--- config.mk ---
export PLATFORM = sky130hd
export DESIGN_NAME = abn_quadrature_encoder_counter
export DESIGN_NICKNAME = d
export VERILOG_FILES = /design/src/logic/enc_pkg.sv /design/src/logic/abn_quadrature_encoder_counter.sv
export SDC_FILE = /design/constraint.sdc
export NUM_CORES = 1
export LEC_CHECK = 0
export BUFFER_PORTS_ARGS = -buffer_cell sky130_fd_sc_hd__buf_2
export CORE_MARGIN = 5
export CORE_UTILIZATION = 60
export DETAILED_ROUTE_END_ITERATION = 8
export HOLD_SLACK_MARGIN = 0.12
export PLACE_DENSITY_LB_ADDON = 0.08
export SLEW_MARGIN = 20
export SYNTH_ARGS = -nofsm -noshare
export SYNTH_HDL_FRONTEND = slang
export SYNTH_SLANG_ARGS = --single-unit
--- constraint.sdc ---
create_clock -name mclk_in -period 12 [get_ports mclk_in]
set_input_delay 2.4 -clock mclk_in [delete_from_list [all_inputs] [get_ports mclk_in]]
set_output_delay 2.4 -clock mclk_in [all_outputs]
set_load 0.005 [all_outputs]
--- src/logic/enc_pkg.sv ---
/*
 * Constants for the quadrature encoder counter: register offsets,
 * field positions, reset values and filter timing.
 * Assumes a 32-bit AXI4-Lite register bus with byte addresses.
 */
// What this block does
// - Index event clears or latches position
// - Single-shot mode disarms after first event
// - Index accepted only at configured A/B levels
// - Clear needs clear flag plus armed mode
// - Each change of A or B alone adds or subtracts step; both changing together is ignored
// - Step is signed sixteen-dot-sixteen fixed point
// - Decimal mode fraction counts ten-thousandths
// - Position counter readable at any time
// - Selectable polarity for A, B and index
// - Latch holds position, resets to zero
// - Event flag cleared by read, read wins
// - Interrupt output raised on index event
// - Counting rate limited by input filtering
// - Three-clock spike filter on the A, B and index inputs
package enc_pkg;
    // ---------------------------------------------------------------
    // Register map
    // ---------------------------------------------------------------
    localparam logic [7:0] OFS_MODE = 8'h00;
    localparam logic [7:0] OFS_POS = 8'h04;
    localparam logic [7:0] OFS_STEP = 8'h08;
    localparam logic [7:0] OFS_LATCH = 8'h0C;
    localparam logic [7:0] OFS_STAT = 8'h10;
    localparam logic [7:0] OFS_MASK = 8'h14;
    // ---------------------------------------------------------------
    // Fields of encoder_mode_config
    // ---------------------------------------------------------------
    localparam int MODE_W = 9;
    localparam int B_POL_A = 0;
    localparam int B_POL_B = 1;
    localparam int B_POL_N = 2;
    localparam int B_AB_QUAL = 3;
    localparam int B_CLR_CONT = 4;
    localparam int B_CLR_ONCE = 5;
    localparam int B_CLR_POS = 6;
    localparam int B_DEC_MODE = 7;
    localparam int B_AB_INV = 8;
    localparam logic [8:0] MODE_RST = 9'h000;
    localparam logic [31:0] STEP_RST = 32'h0001_0000;
    localparam logic [31:0] WORD_RST = 32'h0000_0000;
    // ---------------------------------------------------------------
    // Filter and arithmetic
    // ---------------------------------------------------------------
    localparam int FILT_LEN = 3;
    localparam logic [16:0] DEC_BASE = 17'h0_2710;
    localparam logic [1:0] RESP_OKAY = 2'h0;
    localparam logic [1:0] RESP_SLVERR = 2'h2;
endpackage : enc_pkg

--- src/logic/abn_quadrature_encoder_counter.sv ---
/*
 * Quadrature encoder counter with index handling and an AXI4-Lite
 * register slave.
 * Assumes A, B and N inputs are synchronous to mclk_in.
 */
`timescale 1ns/1ps
module abn_quadrature_encoder_counter #(
    parameter int ADDR_W = 8
) (
    input wire logic mclk_in,
    input wire logic resetn_in,
    input wire logic enc_a_in,
    input wire logic enc_b_in,
    input wire logic enc_n_in,
    input wire logic s_axi_awvalid_in,
    input wire logic [ADDR_W-1:0] s_axi_awaddr_in,
    input wire logic s_axi_wvalid_in,
    input wire logic [31:0] s_axi_wdata_in,
    input wire logic [3:0] s_axi_wstrb_in,
    input wire logic s_axi_bready_in,
    input wire logic s_axi_arvalid_in,
    input wire logic [ADDR_W-1:0] s_axi_araddr_in,
    input wire logic s_axi_rready_in,
    output logic s_axi_awready_out,
    output logic s_axi_wready_out,
    output logic s_axi_bvalid_out,
    output logic [1:0] s_axi_bresp_out,
    output logic s_axi_arready_out,
    output logic s_axi_rvalid_out,
    output logic [31:0] s_axi_rdata_out,
    output logic [1:0] s_axi_rresp_out,
    output logic irq_out
);
    // ---------------------------------------------------------------
    // State
    // ---------------------------------------------------------------
    typedef struct packed {
        logic [2:0][enc_pkg::FILT_LEN-1:0] hist;
        logic [2:0] filt;
        logic [enc_pkg::MODE_W-1:0] mode;
        logic [31:0] step;
        logic [31:0] pos_i;
        logic [15:0] pos_f;
        logic [31:0] latch;
        logic stat;
        logic mask;
        logic aw_have;
        logic [ADDR_W-1:0] awaddr;
        logic w_have;
        logic [31:0] wdata;
        logic [3:0] wstrb;
        logic awready;
        logic wready;
        logic bvalid;
        logic [1:0] bresp;
        logic arready;
        logic rvalid;
        logic [31:0] rdata;
        logic [1:0] rresp;
        logic irq;
    } state_s;

    localparam state_s STATE_RST = '{
        hist: '0, filt: '0, mode: enc_pkg::MODE_RST,
        step: enc_pkg::STEP_RST, pos_i: enc_pkg::WORD_RST,
        pos_f: 16'h0000, latch: enc_pkg::WORD_RST, stat: 1'b0,
        mask: 1'b0, aw_have: 1'b0, awaddr: '0, w_have: 1'b0,
        wdata: enc_pkg::WORD_RST, wstrb: 4'h0, awready: 1'b1,
        wready: 1'b1, bvalid: 1'b0, bresp: enc_pkg::RESP_OKAY,
        arready: 1'b1, rvalid: 1'b0, rdata: enc_pkg::WORD_RST,
        rresp: enc_pkg::RESP_OKAY, irq: 1'b0
    };

    state_s s_r;
    state_s s_nxt;

    function automatic logic [31:0] merge(input logic [31:0] old_v,
        input logic [31:0] new_v, input logic [3:0] strb);
        logic [31:0] res;
        res = old_v;
        for (int k = 0; k < 4; k++) begin
            if (strb[k]) begin
                res[k*8 +: 8] = new_v[k*8 +: 8];
            end
        end
        return res;
    endfunction : merge

    // ---------------------------------------------------------------
    // Input spike filter
    // ---------------------------------------------------------------
    // A level passes only after it has been seen on FILT_LEN
    // consecutive samples; shorter pulses never reach the decoder,
    // which also caps the sustained counting rate.
    logic [2:0] raw;
    logic [2:0][enc_pkg::FILT_LEN-1:0] hist_nxt;
    logic [2:0] filt_nxt;
    assign raw = {enc_n_in, enc_b_in, enc_a_in};

    for (genvar i = 0; i < 3; i++) begin : g_filt
        assign hist_nxt[i] = {s_r.hist[i][enc_pkg::FILT_LEN-2:0], raw[i]};
        assign filt_nxt[i] = (&hist_nxt[i]) ? 1'b1 :
            ((~|hist_nxt[i]) ? 1'b0 : s_r.filt[i]);
    end

    // ---------------------------------------------------------------
    // Decode and accumulate
    // ---------------------------------------------------------------
    logic inv;
    logic a_x;
    logic b_x;
    logic a_chg;
    logic b_chg;
    logic step_ev;
    logic up;
    logic [47:0] bin_sum;
    logic [16:0] f_add;
    logic [16:0] f_up;
    logic [16:0] f_dn;
    logic carry;
    logic borrow;
    logic [31:0] c_int;
    logic [31:0] i_up;
    logic [31:0] i_dn;
    logic n_new;
    logic n_old;
    logic qual_ok;
    logic idx;
    logic wr_go;
    logic rd_go;
    logic [7:0] wa;
    logic [7:0] ra;
    logic [31:0] mode_wr;

    always_comb begin
        inv = s_r.mode[enc_pkg::B_AB_INV];
        a_x = filt_nxt[0] ^ inv;
        b_x = filt_nxt[1] ^ inv;
        a_chg = filt_nxt[0] ^ s_r.filt[0];
        b_chg = filt_nxt[1] ^ s_r.filt[1];
        step_ev = a_chg ^ b_chg;
        up = a_chg ? (a_x ^ b_x) : ~(a_x ^ b_x);
        // Binary mode: one signed 48-bit add or subtract of the 16.16 step.
        if (up) begin
            bin_sum = {s_r.pos_i, s_r.pos_f}
                + {{16{s_r.step[31]}}, s_r.step};
        end else begin
            bin_sum = {s_r.pos_i, s_r.pos_f}
                - {{16{s_r.step[31]}}, s_r.step};
        end
        // Decimal mode: fraction wraps at ten thousand.
        c_int = {{16{s_r.step[31]}}, s_r.step[31:16]};
        f_add = {1'b0, s_r.pos_f} + {1'b0, s_r.step[15:0]};
        carry = f_add >= enc_pkg::DEC_BASE;
        f_up = carry ? f_add - enc_pkg::DEC_BASE : f_add;
        borrow = s_r.pos_f < s_r.step[15:0];
        f_dn = {1'b0, s_r.pos_f} - {1'b0, s_r.step[15:0]};
        if (borrow) begin
            f_dn = f_dn + enc_pkg::DEC_BASE;
        end
        i_up = s_r.pos_i + c_int + {31'h0000_0000, carry};
        i_dn = s_r.pos_i - c_int - {31'h0000_0000, borrow};
        // Index: active edge of N, optionally qualified by A and B.
        n_new = filt_nxt[2] == s_r.mode[enc_pkg::B_POL_N];
        n_old = s_r.filt[2] == s_r.mode[enc_pkg::B_POL_N];
        qual_ok = ~s_r.mode[enc_pkg::B_AB_QUAL]
            | ((a_x == s_r.mode[enc_pkg::B_POL_A])
            & (b_x == s_r.mode[enc_pkg::B_POL_B]));
        idx = n_new & ~n_old & qual_ok
            & (s_r.mode[enc_pkg::B_CLR_CONT]
            | s_r.mode[enc_pkg::B_CLR_ONCE]);
        wr_go = s_r.aw_have & s_r.w_have & ~s_r.bvalid;
        rd_go = s_r.arready & s_axi_arvalid_in;
        wa = 8'(s_r.awaddr);
        ra = 8'(s_axi_araddr_in);

        s_nxt = s_r;
        s_nxt.hist = hist_nxt;
        s_nxt.filt = filt_nxt;

        if (step_ev) begin
            if (!s_r.mode[enc_pkg::B_DEC_MODE]) begin
                s_nxt.pos_i = bin_sum[47:16];
                s_nxt.pos_f = bin_sum[15:0];
            end else if (up) begin
                s_nxt.pos_i = i_up;
                s_nxt.pos_f = f_up[15:0];
            end else begin
                s_nxt.pos_i = i_dn;
                s_nxt.pos_f = f_dn[15:0];
            end
        end

        if (idx) begin
            s_nxt.latch = s_r.pos_i;
            s_nxt.stat = 1'b1;
            if (s_r.mode[enc_pkg::B_CLR_POS]) begin
                s_nxt.pos_i = 32'h0000_0000;
                s_nxt.pos_f = 16'h0000;
            end
            s_nxt.mode[enc_pkg::B_CLR_ONCE] = 1'b0;
        end

        // Merged image of a mode write. It is built after the index
        // update, so a same-cycle write overrides the single-shot clear.
        mode_wr = merge({23'h00_0000, s_nxt.mode}, s_r.wdata, s_r.wstrb);

        // Write channels are taken independently, then committed.
        if (s_r.awready && s_axi_awvalid_in) begin
            s_nxt.aw_have = 1'b1;
            s_nxt.awaddr = s_axi_awaddr_in;
            s_nxt.awready = 1'b0;
        end
        if (s_r.wready && s_axi_wvalid_in) begin
            s_nxt.w_have = 1'b1;
            s_nxt.wdata = s_axi_wdata_in;
            s_nxt.wstrb = s_axi_wstrb_in;
            s_nxt.wready = 1'b0;
        end
        if (wr_go) begin
            s_nxt.aw_have = 1'b0;
            s_nxt.w_have = 1'b0;
            s_nxt.bvalid = 1'b1;
            s_nxt.bresp = enc_pkg::RESP_OKAY;
            if (wa == enc_pkg::OFS_MODE) begin
                s_nxt.mode = mode_wr[enc_pkg::MODE_W-1:0];
            end else if (wa == enc_pkg::OFS_STEP) begin
                s_nxt.step = merge(s_r.step, s_r.wdata, s_r.wstrb);
            end else if (wa == enc_pkg::OFS_STAT) begin
                if (s_r.wstrb[0] && s_r.wdata[0]) begin
                    s_nxt.stat = 1'b0;
                end
            end else if (wa == enc_pkg::OFS_MASK) begin
                if (s_r.wstrb[0]) begin
                    s_nxt.mask = s_r.wdata[0];
                end
            end else if (wa == enc_pkg::OFS_POS
                || wa == enc_pkg::OFS_LATCH) begin
                s_nxt.bresp = enc_pkg::RESP_OKAY;
            end else begin
                s_nxt.bresp = enc_pkg::RESP_SLVERR;
            end
        end
        if (s_r.bvalid && s_axi_bready_in) begin
            s_nxt.bvalid = 1'b0;
            s_nxt.awready = 1'b1;
            s_nxt.wready = 1'b1;
        end

        if (rd_go) begin
            s_nxt.arready = 1'b0;
            s_nxt.rvalid = 1'b1;
            s_nxt.rresp = enc_pkg::RESP_OKAY;
            if (ra == enc_pkg::OFS_MODE) begin
                s_nxt.rdata = {23'h00_0000, s_r.mode};
            end else if (ra == enc_pkg::OFS_POS) begin
                s_nxt.rdata = s_r.pos_i;
            end else if (ra == enc_pkg::OFS_STEP) begin
                s_nxt.rdata = s_r.step;
            end else if (ra == enc_pkg::OFS_LATCH) begin
                s_nxt.rdata = s_r.latch;
            end else if (ra == enc_pkg::OFS_STAT) begin
                s_nxt.rdata = {31'h0000_0000, s_r.stat};
                // A coinciding index event is lost here.
                s_nxt.stat = 1'b0;
            end else if (ra == enc_pkg::OFS_MASK) begin
                s_nxt.rdata = {31'h0000_0000, s_r.mask};
            end else begin
                s_nxt.rdata = 32'h0000_0000;
                s_nxt.rresp = enc_pkg::RESP_SLVERR;
            end
        end
        if (s_r.rvalid && s_axi_rready_in) begin
            s_nxt.rvalid = 1'b0;
            s_nxt.arready = 1'b1;
        end

        s_nxt.irq = s_nxt.stat & s_nxt.mask;
    end

    always_ff @(posedge mclk_in or negedge resetn_in) begin
        if (!resetn_in) begin
            s_r <= STATE_RST;
        end else begin
            s_r <= s_nxt;
        end
    end

    // ---------------------------------------------------------------
    // Outputs
    // ---------------------------------------------------------------
    // Every output is a plain copy of a state flop.
    assign s_axi_awready_out = s_r.awready;
    assign s_axi_wready_out = s_r.wready;
    assign s_axi_bvalid_out = s_r.bvalid;
    assign s_axi_bresp_out = s_r.bresp;
    assign s_axi_arready_out = s_r.arready;
    assign s_axi_rvalid_out = s_r.rvalid;
    assign s_axi_rdata_out = s_r.rdata;
    assign s_axi_rresp_out = s_r.rresp;
    assign irq_out = s_r.irq;
endmodule : abn_quadrature_encoder_counter

==> results.py <==
metrics = {
    "status": {
        "status": "finished clean",
    },
    "critical_path": {
        "reg2reg_to": "s_r[156]",
        "critPathMaxFanout": 11,
        "crit_path_start_kind": "flip-flop",
        "crit_type": "flip-flop to flip-flop",
        "r2r-start": "s_r[170]",
        "crit_required_ns": 12.41,
        "arrival_ns": 8.12,
        "reg2reg_depth": 25,
        "rrSetupSlack_ns": 4.29,
        "end_kind": "flip-flop",
    },
    "synth": {
        "async_flop_share_pct": 100,
        "synth.top_cell.area_share_pct": 28.1,
        "ys_types": 83,
        "yosysWarnings": 0,
        "ys_ff_latch": 218,
        "seq_area_frac_synth_pct": 28.6,
        "synth_flop_cell": "dfrtp_1",
        "synth_area_leader_cell": "dfrtp_1",
        "synth_area_leaders": "dfrtp_1 (28%), ha_1 (11%), mux2_2 (6.9%)",
        "synth_cells": 2205,
        "synth_edf_count": 0,
        "synth.avg_cell_area_um2": 8.65,
        "synth_area_um2": 19100,
    },
    "hold_path": {
        "min_to": "hist_nxt[2]",
        "hold_depth": 0,
        "hp-start": "hist_nxt[1]",
        "hold_path.class": "flip-flop to flip-flop",
    },
    "timing": {
        "hold_viol": 0,
        "period_needed_ns": 7.71,
        "slew_headroom_pct": 15.7,
        "fin_worst_skew_ns": 0.0300,
        "fmax_ghz": 0.130,
        "worst_slack_ns": 4.29,
        "rsz0062_at_grt": "false",
        "finalSetupTns_ns": 0,
        "final.period_utilization_pct": 64.2,
        "slew_viol_final": 0,
        "setup_viol": 0,
        "fin_hold_ws_ns": 0.419,
        "tightest_slew_ns": 1.26,
    },
    "placement": {
        "pre_cts_ws_ns": 4.35,
        "dp_hpwl_um": 41300,
        "globalplace.congestion": 0.981,
        "io_buffers": 101,
    },
    "global_routing": {
        "grt-ovfl-total": 0,
        "grt_pass1_vias": 16339,
        "grt_pass1_wl_um": 88100,
        "grt_max_degree": 78,
        "antenna_found_initial": 0,
        "track_usage_pct": 30.1,
    },
    "cells_and_area": {
        "nNetsFinal": 2466,
        "layout.area.seq_um2": 5460,
        "final_util_pct": 64.7,
        "fillCellCount": 2639,
        "syn_to_final_growth_pct": 6.86,
        "multi_input_area_um2": 12400,
        "final_cell_mix": "dfrtp_1 (214), a21oi_1 (189), ha_1 (171)",
        "final_common_cell": "dfrtp_1",
        "drive_gt1_share_pct": 13.6,
        "antenna_cells": 0,
    },
    "clock_network": {
        "clk_pin_slew_ns": 0.06,
        "cts_setup_buffers": 0,
        "cts_buffer_depth": 3,
        "htree_levels": 1,
        "root_buffer": "clkbuf_16",
        "cts_inserted_buffers": 23,
        "cts_hold_buf": 0,
        "clkLatencyLatePin_ns": 0.53,
        "clock-sinks": 218,
        "cts_tree": "done",
        "ctsResizeCount": 0,
    },
    "die": {
        "design.core.area_um2": 31500,
        "die-area_um2": 35400,
        "rows": 65,
        "start_util_pct": 60.6,
        "ios": 104,
        "fp.dieW_um": 188,
        "die_y_um": 188,
    },
    "drt": {
        "ant_nets": 0,
        "drc_errors": 0,
        "via_count": 17042,
        "drt-wirelength-per-cell_um": 20.8,
        "firstDrtPassIters": 6,
        "drt_iter0_markers": 1652,
        "vias_per_cell": 6.45,
        "drt_wl_total_um": 55100,
    },
    "power": {
        "power_density_nw_per_um2": 309,
        "ir_worst_vdd_uv": 176,
        "leakage_nw": 9.12,
        "power_w": 0.00629,
    },
    "job": {
        "maxCapViolations": 0,
    },
}
-- critical path, cell delays in order (launching register included) --
cell      delay (ns)
dfrtp_1         0.51
ha_1            0.29
inv_1           0.11
fa_1            0.44
o21bai_1        0.20
a21oi_1         0.19
o211ai_1        0.69
nor4_1          0.12
a311oi_1        0.56
and2_1          0.27
nand2_1         0.10
a211oi_1        0.28
buf_4           0.26
fa_1            0.29
fa_1            0.23
o21bai_1        0.10
a41oi_1         0.23
o21ai_0         0.22
a221oi_1        1.10
o21bai_1        0.26
a21boi_0        0.41
xnor2_1         0.18
a21oi_1         0.08
o21ai_0         0.12
a21oi_1         0.07
a211oi_1        0.28
-- cells in the mapped netlist, drive strengths merged (15+ instances only) --
| master | number |
|---|---|
| a21oi | 189 |
| nand4 | 16 |
| dfrtp | 214 |
| nor3 | 39 |
| clkbuf | 78 |
| o21ai | 159 |
| a22o | 24 |
| nor2 | 131 |
| o21a | 22 |
| nand3 | 35 |
| o211ai | 31 |
| nand2b | 27 |
| and2 | 15 |
| o31ai | 22 |
| inv | 160 |
| a211oi | 39 |
| nand2 | 150 |
| mux2 | 116 |
| o21bai | 19 |
| xnor2 | 129 |
| a221oi | 18 |
| a21o | 39 |
| ha | 171 |
| xor2 | 40 |
| a31oi | 22 |
| nor2b | 24 |
| a22oi | 32 |
| buf | 48 |
-- sequential cells by signal (all words and copies together) (netlist names) --
| register | cells |
|---|---|
| s_axi_arready_out | 1 |
| irq_out | 1 |
| s_axi_rvalid_out | 1 |
| c_int | 16 |
| s_axi_rresp_out | 1 |
| hist_nxt | 6 |
| s_axi_bresp_out | 1 |
| wa | 8 |
| s_axi_bvalid_out | 1 |
| s_axi_rdata_out | 32 |
| s_axi_wready_out | 1 |
| inv | 1 |
| s_r | 147 |
| s_axi_awready_out | 1 |
-- metrics by stage --
step | area (um^2) | cells
after detailed placement | 19600 | 2603
final | 20400 | 2643
after global routing | 20400 | 2643
after global placement | 19600 | 2603
after CTS | 20400 | 2643
after floorplan | 19100 | 2206
-- power breakdown --
group          switching (W)  internal [W]
sequential          0.000300      0.000984
combinational        0.00250       0.00180
clock               0.000299      0.000410
total                0.00310       0.00319
-- routing by layer --
layer	global-route usage, %	routed length [um]	vias up	share of wire, %
met5	0	0	-	0
met4	8.19	1460	0	2.6
met3	4.00	4030	98	7.3
met2	47.6	24500	685	44
met1	43.8	25100	8235	46
li1	-	-	8024	-
-- kinds of logic (layout without fill, tap and decap cells) --
group                      after synthesis  count (layout)  share of synthesized area [%]
muxes                                  128             128                           7.48
and+or+nand+nor                        503             503                           12.7
buffers and inverters                  288             323                           6.67
xor gates and xnor gates               169             169                           7.80
other                                    1               2                         0.0197
adders and majority gates              178             178                           12.0
DFF                                    218             218                           28.6
AOI/OAI and AO/OA                      720             720                           24.7
-- final cells by class --
type	instances	area share (%)
clock buffers	31	3.07
inverters	162	2.98
repair buffers	121	3.27
multi-input cells	1700	60.9
clock inverters	9	0.528
well taps	402	2.47
flip-flops and latches	218	26.8
-- worst max path at each step --
| stage | to | slack [ns] | from |
|---|---|---|---|
| after floorplan | s_r[164] | 5.23 | enc_b_in |
| after global placement | s_r[164] | 4.47 | enc_b_in |
| after detailed placement | s_r[164] | 4.35 | enc_b_in |
| after CTS | s_r[156] | 4.68 | s_r[170] |
| after global routing | s_r[156] | 4.01 | s_r[170] |
| final | s_r[156] | 4.29 | s_r[170] |
Note: power is estimated with default switching activity, not from simulation.
